`src/inc/isic_defines.vh`:
```
// Register offsets, field positions, reset values and codes for the issue control block.
`ifndef ISIC_DEFINES_VH
`define ISIC_DEFINES_VH
`define OFS_CTRL 8'h00
`define OFS_STATUS 8'h04
`define OFS_STAT_DESIG 8'h08
`define OFS_EXT_FLEN 8'h0C
`define OFS_NORM_EXIT 8'h10
`define OFS_ERR_EXIT 8'h14
`define OFS_RET 8'h18
`define OFS_CMREF 8'h1C
`define CTRL_RESET 4'h0
`define CTRL_NONSEQ 0
`define CTRL_DIS_LO 1
`define CTRL_DIS_HI 2
`define DIS_NONE 2'h0
`define DIS_TEN 2'h1
`define DIS_FOUR 2'h2
`define STACK_RANKS 12
`define DIS_TEN_RANKS 10
`define DIS_FOUR_RANKS 4
`define PREFETCH_AHEAD 18'h0002
`define XCHG_LAST 3'h7
`define SD_EXIT_MODE 17
`define SD_MONITOR_MODE 16
`define SD_EXT_BLOCK_RANGE 9
`define SD_MEM_BLOCK_RANGE 8
`define SD_EXT_DIRECT_RANGE 7
`define SD_PROGRAM_RANGE 5
`define OP_ERROR_EXIT 6'h00
`define OP_GROUP01 6'h01
`define OP_JUMP_BK 6'h02
`define OP_XBRANCH 6'h03
`define OP_BEQ 6'h04
`define OP_BNE 6'h05
`define OP_BGE 6'h06
`define OP_BLT 6'h07
`define SUB_RETURN_JUMP 3'h0
`define SUB_COPY_TO_MEM 3'h1
`define SUB_COPY_TO_EXT 3'h2
`define SUB_EXCHANGE 3'h3
`define EXP_OUT_POS 11'h3FF
`define EXP_OUT_NEG 11'h400
`define EXP_INDEF_POS 11'h3FE
`define EXP_INDEF_NEG 11'h401
`define RESP_OKAY 2'h0
`define RESP_SLVERR 2'h2
`endif

```
`src/rtl/instruction_stack_issue_control.v`:
```
// Instruction word stack, parcel issue, jump and exchange control with an AXI4-Lite slave.
//
// Design decisions made here: the AXI4-Lite register port and the placing of the registers.
`timescale 1ns/100ps
`include "isic_defines.vh"

module instruction_stack_issue_control (
  input wire clk,
  input wire rst,
  input wire [7:0] s_axi_awaddr,
  input wire s_axi_awvalid,
  output reg s_axi_awready,
  input wire [31:0] s_axi_wdata,
  input wire [3:0] s_axi_wstrb,
  input wire s_axi_wvalid,
  output reg s_axi_wready,
  output reg [1:0] s_axi_bresp,
  output reg s_axi_bvalid,
  input wire s_axi_bready,
  input wire [7:0] s_axi_araddr,
  input wire s_axi_arvalid,
  output reg s_axi_arready,
  output reg [31:0] s_axi_rdata,
  output reg [1:0] s_axi_rresp,
  output reg s_axi_rvalid,
  input wire s_axi_rready,
  output reg mem_req,
  output reg [17:0] mem_addr,
  input wire mem_ack,
  input wire [59:0] mem_data,
  input wire xchg_req,
  input wire [17:0] xchg_addr,
  input wire issue_ok,
  input wire [17:0] bi_val,
  input wire [17:0] bj_val,
  input wire [59:0] xj_val,
  input wire [17:0] a0_val,
  input wire [59:0] x0_val,
  input wire direct_req,
  input wire [21:0] direct_addr,
  output reg [59:0] current_instr_word,
  output reg [2:0] parcels_left,
  output reg issue_pulse,
  output reg [29:0] issued_instr,
  output reg issued_long,
  output reg copy_start,
  output reg copy_to_ext,
  output reg [17:0] copy_count,
  output reg [17:0] copy_cm_addr,
  output reg [21:0] copy_ext_addr,
  output reg [17:0] ret_addr,
  output reg running
);
  localparam ST_IDLE = 3'b001;
  localparam ST_RUN = 3'b010;
  localparam ST_XCHG = 3'b100;

  reg [59:0] instr_word_stack [0:11];
  reg [17:0] instr_addr_stack [0:11];
  reg [11:0] vld_q;
  reg [2:0] st_q;
  reg [17:0] p_q;
  reg [17:0] nxt_q;
  reg [2:0] xw_q;
  reg [17:0] xbase_q;
  reg drop_q;
  reg [3:0] ctrl_q;
  reg [17:0] program_status_designator;
  reg [17:0] cpu_mem_reference_addr;
  reg [17:0] cm_field_length;
  reg [21:0] ext_reference_addr;
  reg [21:0] ext_field_length;
  reg [23:0] normal_exit_addr;
  reg [23:0] error_exit_addr;
  reg [7:0] aw_addr_q;
  reg [31:0] w_data_q;
  reg w_strb0_q;

  wire [29:0] lead = current_instr_word[59:30];
  wire [5:0] fm = lead[29:24];
  wire [2:0] fi = lead[23:21];
  wire [17:0] k18 = lead[17:0];
  wire nonseq = ctrl_q[`CTRL_NONSEQ];
  wire [1:0] dis = ctrl_q[`CTRL_DIS_HI:`CTRL_DIS_LO];
  wire [10:0] xexp = xj_val[58:48];
  wire x_oor = (xexp == `EXP_OUT_POS) || (xexp == `EXP_OUT_NEG);
  wire x_ind = (xexp == `EXP_INDEF_POS) || (xexp == `EXP_INDEF_NEG);
  wire [17:0] fetch_gap = nxt_q - p_q;
  wire [17:0] cnt = bj_val + k18;
  wire [21:0] ext_start = x0_val[21:0];
  wire [21:0] ext_end = ext_start + {4'h0, cnt};
  wire [17:0] cm_end = a0_val + cnt;
  wire run = st_q == ST_RUN;
  wire iss = run && (parcels_left != 3'h0) && issue_ok && !xchg_req;
  wire take_xchg = xchg_req && (st_q != ST_XCHG);

  reg p_hit;
  reg t_hit;
  reg [59:0] p_word;
  reg long_op;
  reg take;
  reg [17:0] tgt;
  reg do_void;
  reg go_x;
  reg [17:0] x_to;
  reg is_copy;
  reg err_exit;
  reg [11:0] on;
  integer n;

  // A rank is usable only while valid and not switched off for maintenance.
  always @* begin
    for (n = 0; n < `STACK_RANKS; n = n + 1) begin
      on[n] = vld_q[n] && !(dis == `DIS_TEN && n < `DIS_TEN_RANKS) &&
        !(dis == `DIS_FOUR && n < `DIS_FOUR_RANKS);
    end
  end

  // Search runs low to high so that the newest matching rank wins on duplicates.
  always @* begin
    p_hit = 1'b0;
    t_hit = 1'b0;
    p_word = 60'h0000_0000_0000_000;
    for (n = 0; n < `STACK_RANKS; n = n + 1) begin
      if (on[n] && instr_addr_stack[n] == p_q) begin
        p_hit = 1'b1;
        p_word = instr_word_stack[n];
      end
      if (on[n] && instr_addr_stack[n] == tgt) begin
        t_hit = 1'b1;
      end
    end
  end

  always @* begin
    long_op = 1'b0;
    take = 1'b0;
    tgt = k18;
    do_void = 1'b0;
    go_x = 1'b0;
    x_to = 18'h0_0000;
    is_copy = 1'b0;
    err_exit = 1'b0;
    case (fm)
      `OP_ERROR_EXIT: begin
        err_exit = 1'b1;
        go_x = 1'b1;
        x_to = {1'b0, error_exit_addr[16:0]};
      end
      `OP_GROUP01: begin
        long_op = 1'b1;
        case (fi)
          `SUB_RETURN_JUMP: begin
            take = 1'b1;
            do_void = 1'b1;
          end
          `SUB_COPY_TO_MEM, `SUB_COPY_TO_EXT: is_copy = 1'b1;
          `SUB_EXCHANGE: begin
            go_x = 1'b1;
            if (program_status_designator[`SD_MONITOR_MODE]) begin
              x_to = bj_val + k18;
            end else if (program_status_designator[`SD_EXIT_MODE]) begin
              x_to = k18 + bj_val + cpu_mem_reference_addr;
            end else begin
              x_to = normal_exit_addr[17:0];
            end
          end
          default: long_op = 1'b1;
        endcase
      end
      `OP_JUMP_BK: begin
        long_op = 1'b1;
        take = 1'b1;
        tgt = (fi == 3'h0) ? k18 : bi_val + k18;
        do_void = !nonseq;
      end
      `OP_XBRANCH: begin
        long_op = 1'b1;
        case (fi)
          3'h0: take = xj_val == 60'h0000_0000_0000_000;
          3'h1: take = xj_val != 60'h0000_0000_0000_000;
          3'h2: take = !xj_val[59];
          3'h3: take = xj_val[59];
          3'h4: take = !x_oor;
          3'h5: take = x_oor;
          3'h6: take = !x_ind;
          default: take = x_ind;
        endcase
      end
      `OP_BEQ: begin
        long_op = 1'b1;
        take = bi_val == bj_val;
      end
      `OP_BNE: begin
        long_op = 1'b1;
        take = bi_val != bj_val;
      end
      `OP_BGE: begin
        long_op = 1'b1;
        take = $signed(bi_val) >= $signed(bj_val);
      end
      `OP_BLT: begin
        long_op = 1'b1;
        take = $signed(bi_val) < $signed(bj_val);
      end
      default: long_op = 1'b0;
    endcase
    if (take && fm != `OP_GROUP01 && fm != `OP_JUMP_BK && !t_hit && !nonseq) begin
      do_void = 1'b1;
    end
  end

  always @(posedge clk or posedge rst) begin
    if (rst) begin
      for (n = 0; n < `STACK_RANKS; n = n + 1) begin
        instr_word_stack[n] <= 60'h0000_0000_0000_000;
        instr_addr_stack[n] <= 18'h0_0000;
      end
      vld_q <= 12'h000;
      st_q <= ST_IDLE;
      p_q <= 18'h0_0000;
      nxt_q <= 18'h0_0000;
      xw_q <= 3'h0;
      xbase_q <= 18'h0_0000;
      drop_q <= 1'b0;
      program_status_designator <= 18'h0_0000;
      cpu_mem_reference_addr <= 18'h0_0000;
      cm_field_length <= 18'h0_0000;
      ext_reference_addr <= 22'h00_0000;
      ext_field_length <= 22'h00_0000;
      normal_exit_addr <= 24'h00_0000;
      error_exit_addr <= 24'h00_0000;
      mem_req <= 1'b0;
      mem_addr <= 18'h0_0000;
      current_instr_word <= 60'h0000_0000_0000_000;
      parcels_left <= 3'h0;
      issue_pulse <= 1'b0;
      issued_instr <= 30'h0000_0000;
      issued_long <= 1'b0;
      copy_start <= 1'b0;
      copy_to_ext <= 1'b0;
      copy_count <= 18'h0_0000;
      copy_cm_addr <= 18'h0_0000;
      copy_ext_addr <= 22'h00_0000;
      ret_addr <= 18'h0_0000;
      running <= 1'b0;
    end else begin
      issue_pulse <= iss;
      copy_start <= 1'b0;
      running <= st_q == ST_RUN;
      if (mem_ack && mem_req) begin
        mem_req <= 1'b0;
        if (drop_q) begin
          drop_q <= 1'b0;
        end else if (st_q == ST_XCHG) begin
          case (xw_q)
            3'h0: p_q <= mem_data[17:0];
            3'h1: cpu_mem_reference_addr <= mem_data[17:0];
            3'h2: cm_field_length <= mem_data[17:0];
            3'h3: program_status_designator <= mem_data[17:0];
            3'h4: ext_reference_addr <= mem_data[21:0];
            3'h5: ext_field_length <= mem_data[21:0];
            3'h6: normal_exit_addr <= mem_data[23:0];
            default: error_exit_addr <= mem_data[23:0];
          endcase
          xw_q <= xw_q + 3'h1;
          if (xw_q == `XCHG_LAST) begin
            st_q <= ST_RUN;
            nxt_q <= p_q;
          end
        end else begin
          for (n = 0; n < `STACK_RANKS - 1; n = n + 1) begin
            instr_word_stack[n] <= instr_word_stack[n + 1];
            instr_addr_stack[n] <= instr_addr_stack[n + 1];
          end
          instr_word_stack[`STACK_RANKS - 1] <= mem_data;
          instr_addr_stack[`STACK_RANKS - 1] <= nxt_q;
          vld_q <= {1'b1, vld_q[11:1]};
          nxt_q <= nxt_q + 18'h0_0001;
        end
      end else if (!mem_req) begin
        if (st_q == ST_XCHG) begin
          mem_req <= 1'b1;
          mem_addr <= xbase_q + {15'h0000, xw_q};
        end else if (run && parcels_left == 3'h0 && !p_hit && fetch_gap != 18'h0_0000 &&
          !take_xchg) begin
          // The word at P was fetched but is gone or switched off, so fetch it again.
          nxt_q <= p_q;
        end else if (run && fetch_gap <= `PREFETCH_AHEAD && !take_xchg) begin
          mem_req <= 1'b1;
          mem_addr <= nxt_q + cpu_mem_reference_addr;
        end
      end
      // Stack hits feed the word register with no memory traffic, which is what keeps loops local.
      if (run && parcels_left == 3'h0 && p_hit && !take_xchg) begin
        current_instr_word <= p_word;
        parcels_left <= 3'h4;
        p_q <= p_q + 18'h0_0001;
      end
      if (direct_req && run && direct_addr >= ext_field_length[21:0]) begin
        program_status_designator[`SD_EXT_DIRECT_RANGE] <= 1'b1;
      end
      if (iss) begin
        issued_instr <= lead;
        issued_long <= long_op;
        if (long_op) begin
          current_instr_word <= {current_instr_word[29:0], 30'h0000_0000};
          parcels_left <= (parcels_left > 3'h2) ? parcels_left - 3'h2 : 3'h0;
        end else begin
          current_instr_word <= {current_instr_word[44:0], 15'h0000};
          parcels_left <= parcels_left - 3'h1;
        end
        if (is_copy) begin
          copy_start <= 1'b1;
          copy_to_ext <= fi == `SUB_COPY_TO_EXT;
          copy_count <= cnt;
          copy_cm_addr <= a0_val + cpu_mem_reference_addr;
          copy_ext_addr <= ext_start + ext_reference_addr;
          if (ext_end > ext_field_length[21:0]) begin
            program_status_designator[`SD_EXT_BLOCK_RANGE] <= 1'b1;
          end
          if (cm_end > cm_field_length) begin
            program_status_designator[`SD_MEM_BLOCK_RANGE] <= 1'b1;
          end
        end
        if (take) begin
          parcels_left <= 3'h0;
          p_q <= tgt;
          if (fm == `OP_GROUP01) begin
            ret_addr <= p_q;
          end
          if (!t_hit || do_void) begin
            nxt_q <= tgt;
          end
        end
        if (err_exit) begin
          program_status_designator[`SD_PROGRAM_RANGE] <= 1'b1;
        end
        if (go_x) begin
          st_q <= ST_XCHG;
          xbase_q <= x_to;
          xw_q <= 3'h0;
          parcels_left <= 3'h0;
        end
      end
      if (take_xchg) begin
        st_q <= ST_XCHG;
        xbase_q <= xchg_addr;
        xw_q <= 3'h0;
        parcels_left <= 3'h0;
      end
      // An outstanding fetch cannot be recalled, so its returning word is thrown away instead.
      if (take_xchg || (iss && (go_x || (take && do_void)))) begin
        vld_q <= 12'h000;
        for (n = 0; n < `STACK_RANKS; n = n + 1) begin
          instr_addr_stack[n] <= 18'h0_0000;
        end
        drop_q <= mem_req && !(mem_ack && st_q != ST_XCHG);
      end
    end
  end

  wire wr_go = !s_axi_awready && !s_axi_wready && !s_axi_bvalid;

  always @(posedge clk or posedge rst) begin
    if (rst) begin
      s_axi_awready <= 1'b1;
      s_axi_wready <= 1'b1;
      s_axi_bvalid <= 1'b0;
      s_axi_bresp <= `RESP_OKAY;
      s_axi_arready <= 1'b1;
      s_axi_rvalid <= 1'b0;
      s_axi_rresp <= `RESP_OKAY;
      s_axi_rdata <= 32'h0000_0000;
      aw_addr_q <= 8'h00;
      w_data_q <= 32'h0000_0000;
      w_strb0_q <= 1'b0;
      ctrl_q <= `CTRL_RESET;
    end else begin
      if (s_axi_awvalid && s_axi_awready) begin
        s_axi_awready <= 1'b0;
        aw_addr_q <= s_axi_awaddr;
      end
      if (s_axi_wvalid && s_axi_wready) begin
        s_axi_wready <= 1'b0;
        w_data_q <= s_axi_wdata;
        w_strb0_q <= s_axi_wstrb[0];
      end
      if (wr_go) begin
        s_axi_bvalid <= 1'b1;
        s_axi_bresp <= `RESP_OKAY;
        case ({aw_addr_q[7:2], 2'b00})
          `OFS_CTRL: if (w_strb0_q) ctrl_q <= w_data_q[3:0];
          `OFS_STATUS, `OFS_STAT_DESIG, `OFS_EXT_FLEN, `OFS_NORM_EXIT, `OFS_ERR_EXIT,
          `OFS_RET, `OFS_CMREF: ;
          default: s_axi_bresp <= `RESP_SLVERR;
        endcase
      end
      if (s_axi_bvalid && s_axi_bready) begin
        s_axi_bvalid <= 1'b0;
        s_axi_awready <= 1'b1;
        s_axi_wready <= 1'b1;
      end
      if (s_axi_arvalid && s_axi_arready) begin
        s_axi_arready <= 1'b0;
        s_axi_rvalid <= 1'b1;
        s_axi_rresp <= `RESP_OKAY;
        case ({s_axi_araddr[7:2], 2'b00})
          `OFS_CTRL: s_axi_rdata <= {28'h000_0000, ctrl_q};
          `OFS_STATUS: s_axi_rdata <= {5'h00, vld_q == 12'h000, st_q, parcels_left, 2'h0, p_q};
          `OFS_STAT_DESIG: s_axi_rdata <= {14'h0000, program_status_designator};
          `OFS_EXT_FLEN: s_axi_rdata <= {10'h000, ext_field_length};
          `OFS_NORM_EXIT: s_axi_rdata <= {8'h00, normal_exit_addr};
          `OFS_ERR_EXIT: s_axi_rdata <= {8'h00, error_exit_addr};
          `OFS_RET: s_axi_rdata <= {14'h0000, ret_addr};
          `OFS_CMREF: s_axi_rdata <= {14'h0000, cpu_mem_reference_addr};
          default: begin
            s_axi_rdata <= 32'h0000_0000;
            s_axi_rresp <= `RESP_SLVERR;
          end
        endcase
      end
      if (s_axi_rvalid && s_axi_rready) begin
        s_axi_rvalid <= 1'b0;
        s_axi_arready <= 1'b1;
      end
    end
  end
endmodule

```
`config.mk`:
```
export PLATFORM = sky130hd
export DESIGN_NAME = instruction_stack_issue_control
export DESIGN_NICKNAME = d
export VERILOG_FILES = /design/src/rtl/instruction_stack_issue_control.v
export VERILOG_INCLUDE_DIRS = /design/src /design/src/inc
export SDC_FILE = /design/constraint.sdc
export NUM_CORES = 2
export LEC_CHECK = 0
export ABC_AREA = 1
export BUFFER_PORTS_ARGS = -buffer_cell sky130_fd_sc_hd__buf_4
export CORE_MARGIN = 2
export CORE_UTILIZATION = 50
export DETAILED_ROUTE_END_ITERATION = 16
export PLACE_DENSITY = 0.68
export RECOVER_POWER = 25
export SLEW_MARGIN = 5
export SYNTH_ARGS = -nofsm -noshare
export SYNTH_HDL_FRONTEND = slang
export SYNTH_SLANG_ARGS = --single-unit
```
`constraint.sdc`:
```
create_clock -name clk -period 53.7 [get_ports clk]
set_clock_uncertainty 0.05 [all_clocks]
set_input_delay 2.685 -clock clk [delete_from_list [all_inputs] [get_ports clk]]
set_output_delay 2.685 -clock clk [all_outputs]
set_load 0.02 [all_outputs]
```
==> results.toml <==
[yosys]
yosys-top-cells-area = "dfrtp_1 (43%), nand2_1 (14%), o21ai_0 (7.9%)"
netlist_instances = 10905
synth_most_common_cell = "nand2_1"
synth_seq_cells = 1397
ys_types = 70
ys_seq_area_frac = 0.427
async_flop_share = 1.00
yosysTopAreaCell = "dfrtp_1"
yosys_most_used_dff = "dfrtp_1"
synth_warnings = 0
synth-xor-area-share = 0.0349
netlist_top_cells_count = "nand2_1 (3115), dfrtp_1 (1393), o21ai_0 (1286)"
synthAdderAreaFrac = 0.0410
synth_compound_area_frac = 0.157
synth_top_family_by_area = "simple AND/OR/NAND/NOR gates"
synth_edf_count = 0
syn_area_um2 = 81900
syn_area_per_cell_um2 = 7.51
synthSimpleGateAreaFrac = 0.250
synth_mux_area_frac = 0.000825
synth_top_cell_area_share = 0.426

[hold_path]
whs_endpoint = "s_axi_rdata[3]$_DFFE_PP0P_"
hold_start = "s_axi_rdata[3]$_DFFE_PP0P_"
hold-path-cell-count = 1
hold_path_class = "reg -> reg"

[timing]
fmax_ghz = 0.0723
final_hold_viol_count = 0
finalSetupTns_ps = 0
hold_ws_ps = 427
fin_crit_sh = 0.258
setup_violations = 0
min_period_ps = 13830
grt_setup_unrepaired = "false"
tightest_slew_ps = 5550
maxSlewHeadroom = -2.72
slew_viol_final = 1026

[critical_path]
worstPathArrival_ps = 14540
max_stage_delay_ps = 3040
crit_family = "buffers and inverters"
reg2reg_slack_ps = 44270
timing.rr.end = "instr_word_stack[713]$_DFFE_PP0P_"
critPathRequiredTime_ps = 54410
critPathCaptureType = "asynchronous set/reset pin"
crit_buf_inv = 8
r2r_start = "mem_req$_DFF_PP0_"
worst-path-max-fanout = 126
reg2reg_depth = 9
cpMostUsedCell = "buf_4"
slowest_stage = "clkinvlp_2"
crit_type = "in -> async"
startpoint_type = "input pin"
crit_chain = "clkbuf_4, clkinvlp_2, clkbuf_1, clkbuf_1, buf_4, buf_4, buf_4, buf_4"

[place]
port_buffers = 490
gp_congestion = 1.03
dp_hpwl_mm = 224

[cells_and_area]
syn_to_final_growth_pct = 11.3
fin_nets = 11642
drive_gt1_frac = 0.0720

[route]
wire_per_inst_um = 24.3
wl_mm = 325
ant_nets = 0
initialDrtViolationCount = 10221
dr_total_vias = 78902
via_per_inst = 5.90
dr.pass1.iters = 7
drc = 0

[global_route]
grt_overflow = 0
grt_pass1_wl_mm = 481
antenna_found_initial = 18
grt_usage = 0.383
first_global_vias = 73084
grt_max_degree = 236

[clock_network]
cts_tree = "yes"
root_buffer = "clkbuf_16"
cts_made_buffers = 160
insertion_delay_ps = 850
clk_pin_slew_ps = 50
htree_num_levels = 4
cts_setup_buffers = 0
cts_buffer_depth = 3
cts_resized = 0
cts.sinks = 1397
postCtsHoldBufs = 0

[die]
pin_count = 571
coreArea_um2 = 163000
initial_core_util = 0.503
die_w_um = 409
dieArea_um2 = 167000
fp.dieH_um = 409
row_count = 148

[power]
leakagePower_nw = 44.8
power_density_nw_per_um2 = 56.2
ir_drop_uv = 46.8

[run_status]
status = "complete, but fails checks"
failed_checks = "max-capacitance violations, max-slew violations"

[job]
maxCapViolations = 18
-- per-layer routing --
layer | global-route usage | vias up | wire length [um]
met4 | 0.228 | 8 | 22700
met3 | 0.0968 | 858 | 34700
met2 | 0.543 | 4276 | 135000
met1 | 0.528 | 37317 | 133000
met5 | 0 | - | 56
li1 | - | 36443 | -
-- registers in the layout, indices dropped and copies added, names as in the netlist, 6 cells and up --
name and count:
error_exit_addr 24, cm_field_length 18, issued_instr 30, xbase_q 18, s_axi_rdata 27, aw_addr_q 6
nxt_q 18, vld_q 12, instr_addr_stack 216, copy_cm_addr 18, program_status_designator 18, mem_addr 18
copy_ext_addr 22, normal_exit_addr 24, p_q 18, copy_count 18, cpu_mem_reference_addr 18, current_instr_word 60
instr_word_stack 720, ext_field_length 22, ret_addr 18, ext_reference_addr 22
-- layout by cell type, fill, tap and decap left out, types with 92 or more instances in the layout --
cell	Yosys	routed
buf_4	34	407
nand4_1	583	583
nand3_1	314	310
nand2_1	3115	3113
xnor2_1	98	98
nor2_1	467	457
o211ai_1	92	92
a21oi_1	717	717
clkbuf_1	497	274
dfrtp_1	1393	1389
xor2_1	228	228
ha_1	252	252
o21ai_0	1286	1286
clkbuf_16	0	161
inv_1	1066	1065
-- worst reg2reg max path: stages (launching register included) --
cell	delay, ps
dfrtp_1	480
nand2_1	140
clkbuf_1	1020
nor2_1	390
nand2_1	1640
clkbuf_1	2590
buf_12	700
buf_4	880
buf_4	1070
o21ai_0	280
-- metrics by stage --
step                      instance area (um2)  instances  power [mW]   util  setup WS [ps]
after floorplan                         81900      10911        3.12      -          11580
after global placement                  86600      13056        3.87  0.533          43850
after detailed placement                86600      13056        3.93  0.533          43770
after CTS                               92000      13347        5.08  0.566          44640
after global routing                    91100      13347        5.42  0.560          37690
final                                   91100      13370        5.12  0.561          39870
-- area by class of cell --
cell class	instances	area, um2
Sequential cell	1397	35000
Inverter	1093	4110
Multi-Input combinational cell	7735	39800
Timing Repair Buffer	656	4060
Antenna cell	23	57.6
Tap cell	2175	2720
Fill cell	15748	71400
Clock buffer	233	4680
Clock inverter	58	751
-- power breakdown --
part / switching [mW] / internal (mW) / leakage (nW)
clock network: 0.481 / 0.657 / 2.66
logic: 1.55 / 0.702 / 23.7
registers: 0.327 / 1.41 / 18.5
-- kinds of logic after synthesis --
| group | Yosys count |
|---|---|
| mux | 6 |
| other cells | 1 |
| simple gates | 4756 |
| buf+inv | 1779 |
| compound gates | 2378 |
| flops | 1397 |
| fa+ha+maj | 262 |
| xor+xnor | 326 |
-- worst max path at each step --
stage | end | slack, ps | cells past startpoint | from
6_report | ext_reference_addr[10]$_DFFE_PP0P_ | 39870 | 8 | rst
5_1_grt | issued_instr[15]$_DFFE_PP0P_ | 37690 | 8 | rst
4_1_cts | vld_q[7]$_DFFE_PP0P_ | 44640 | 32 | bi_val[0]
3_5_place_dp | vld_q[7]$_DFFE_PP0P_ | 43770 | 32 | bi_val[0]
3_3_place_gp | vld_q[7]$_DFFE_PP0P_ | 43850 | 32 | bi_val[0]
2_1_floorplan | aw_addr_q[2]$_DFFE_PP0P_ | 11580 | 1 | rst
No activity file was read; power rests on OpenSTA's default activity.
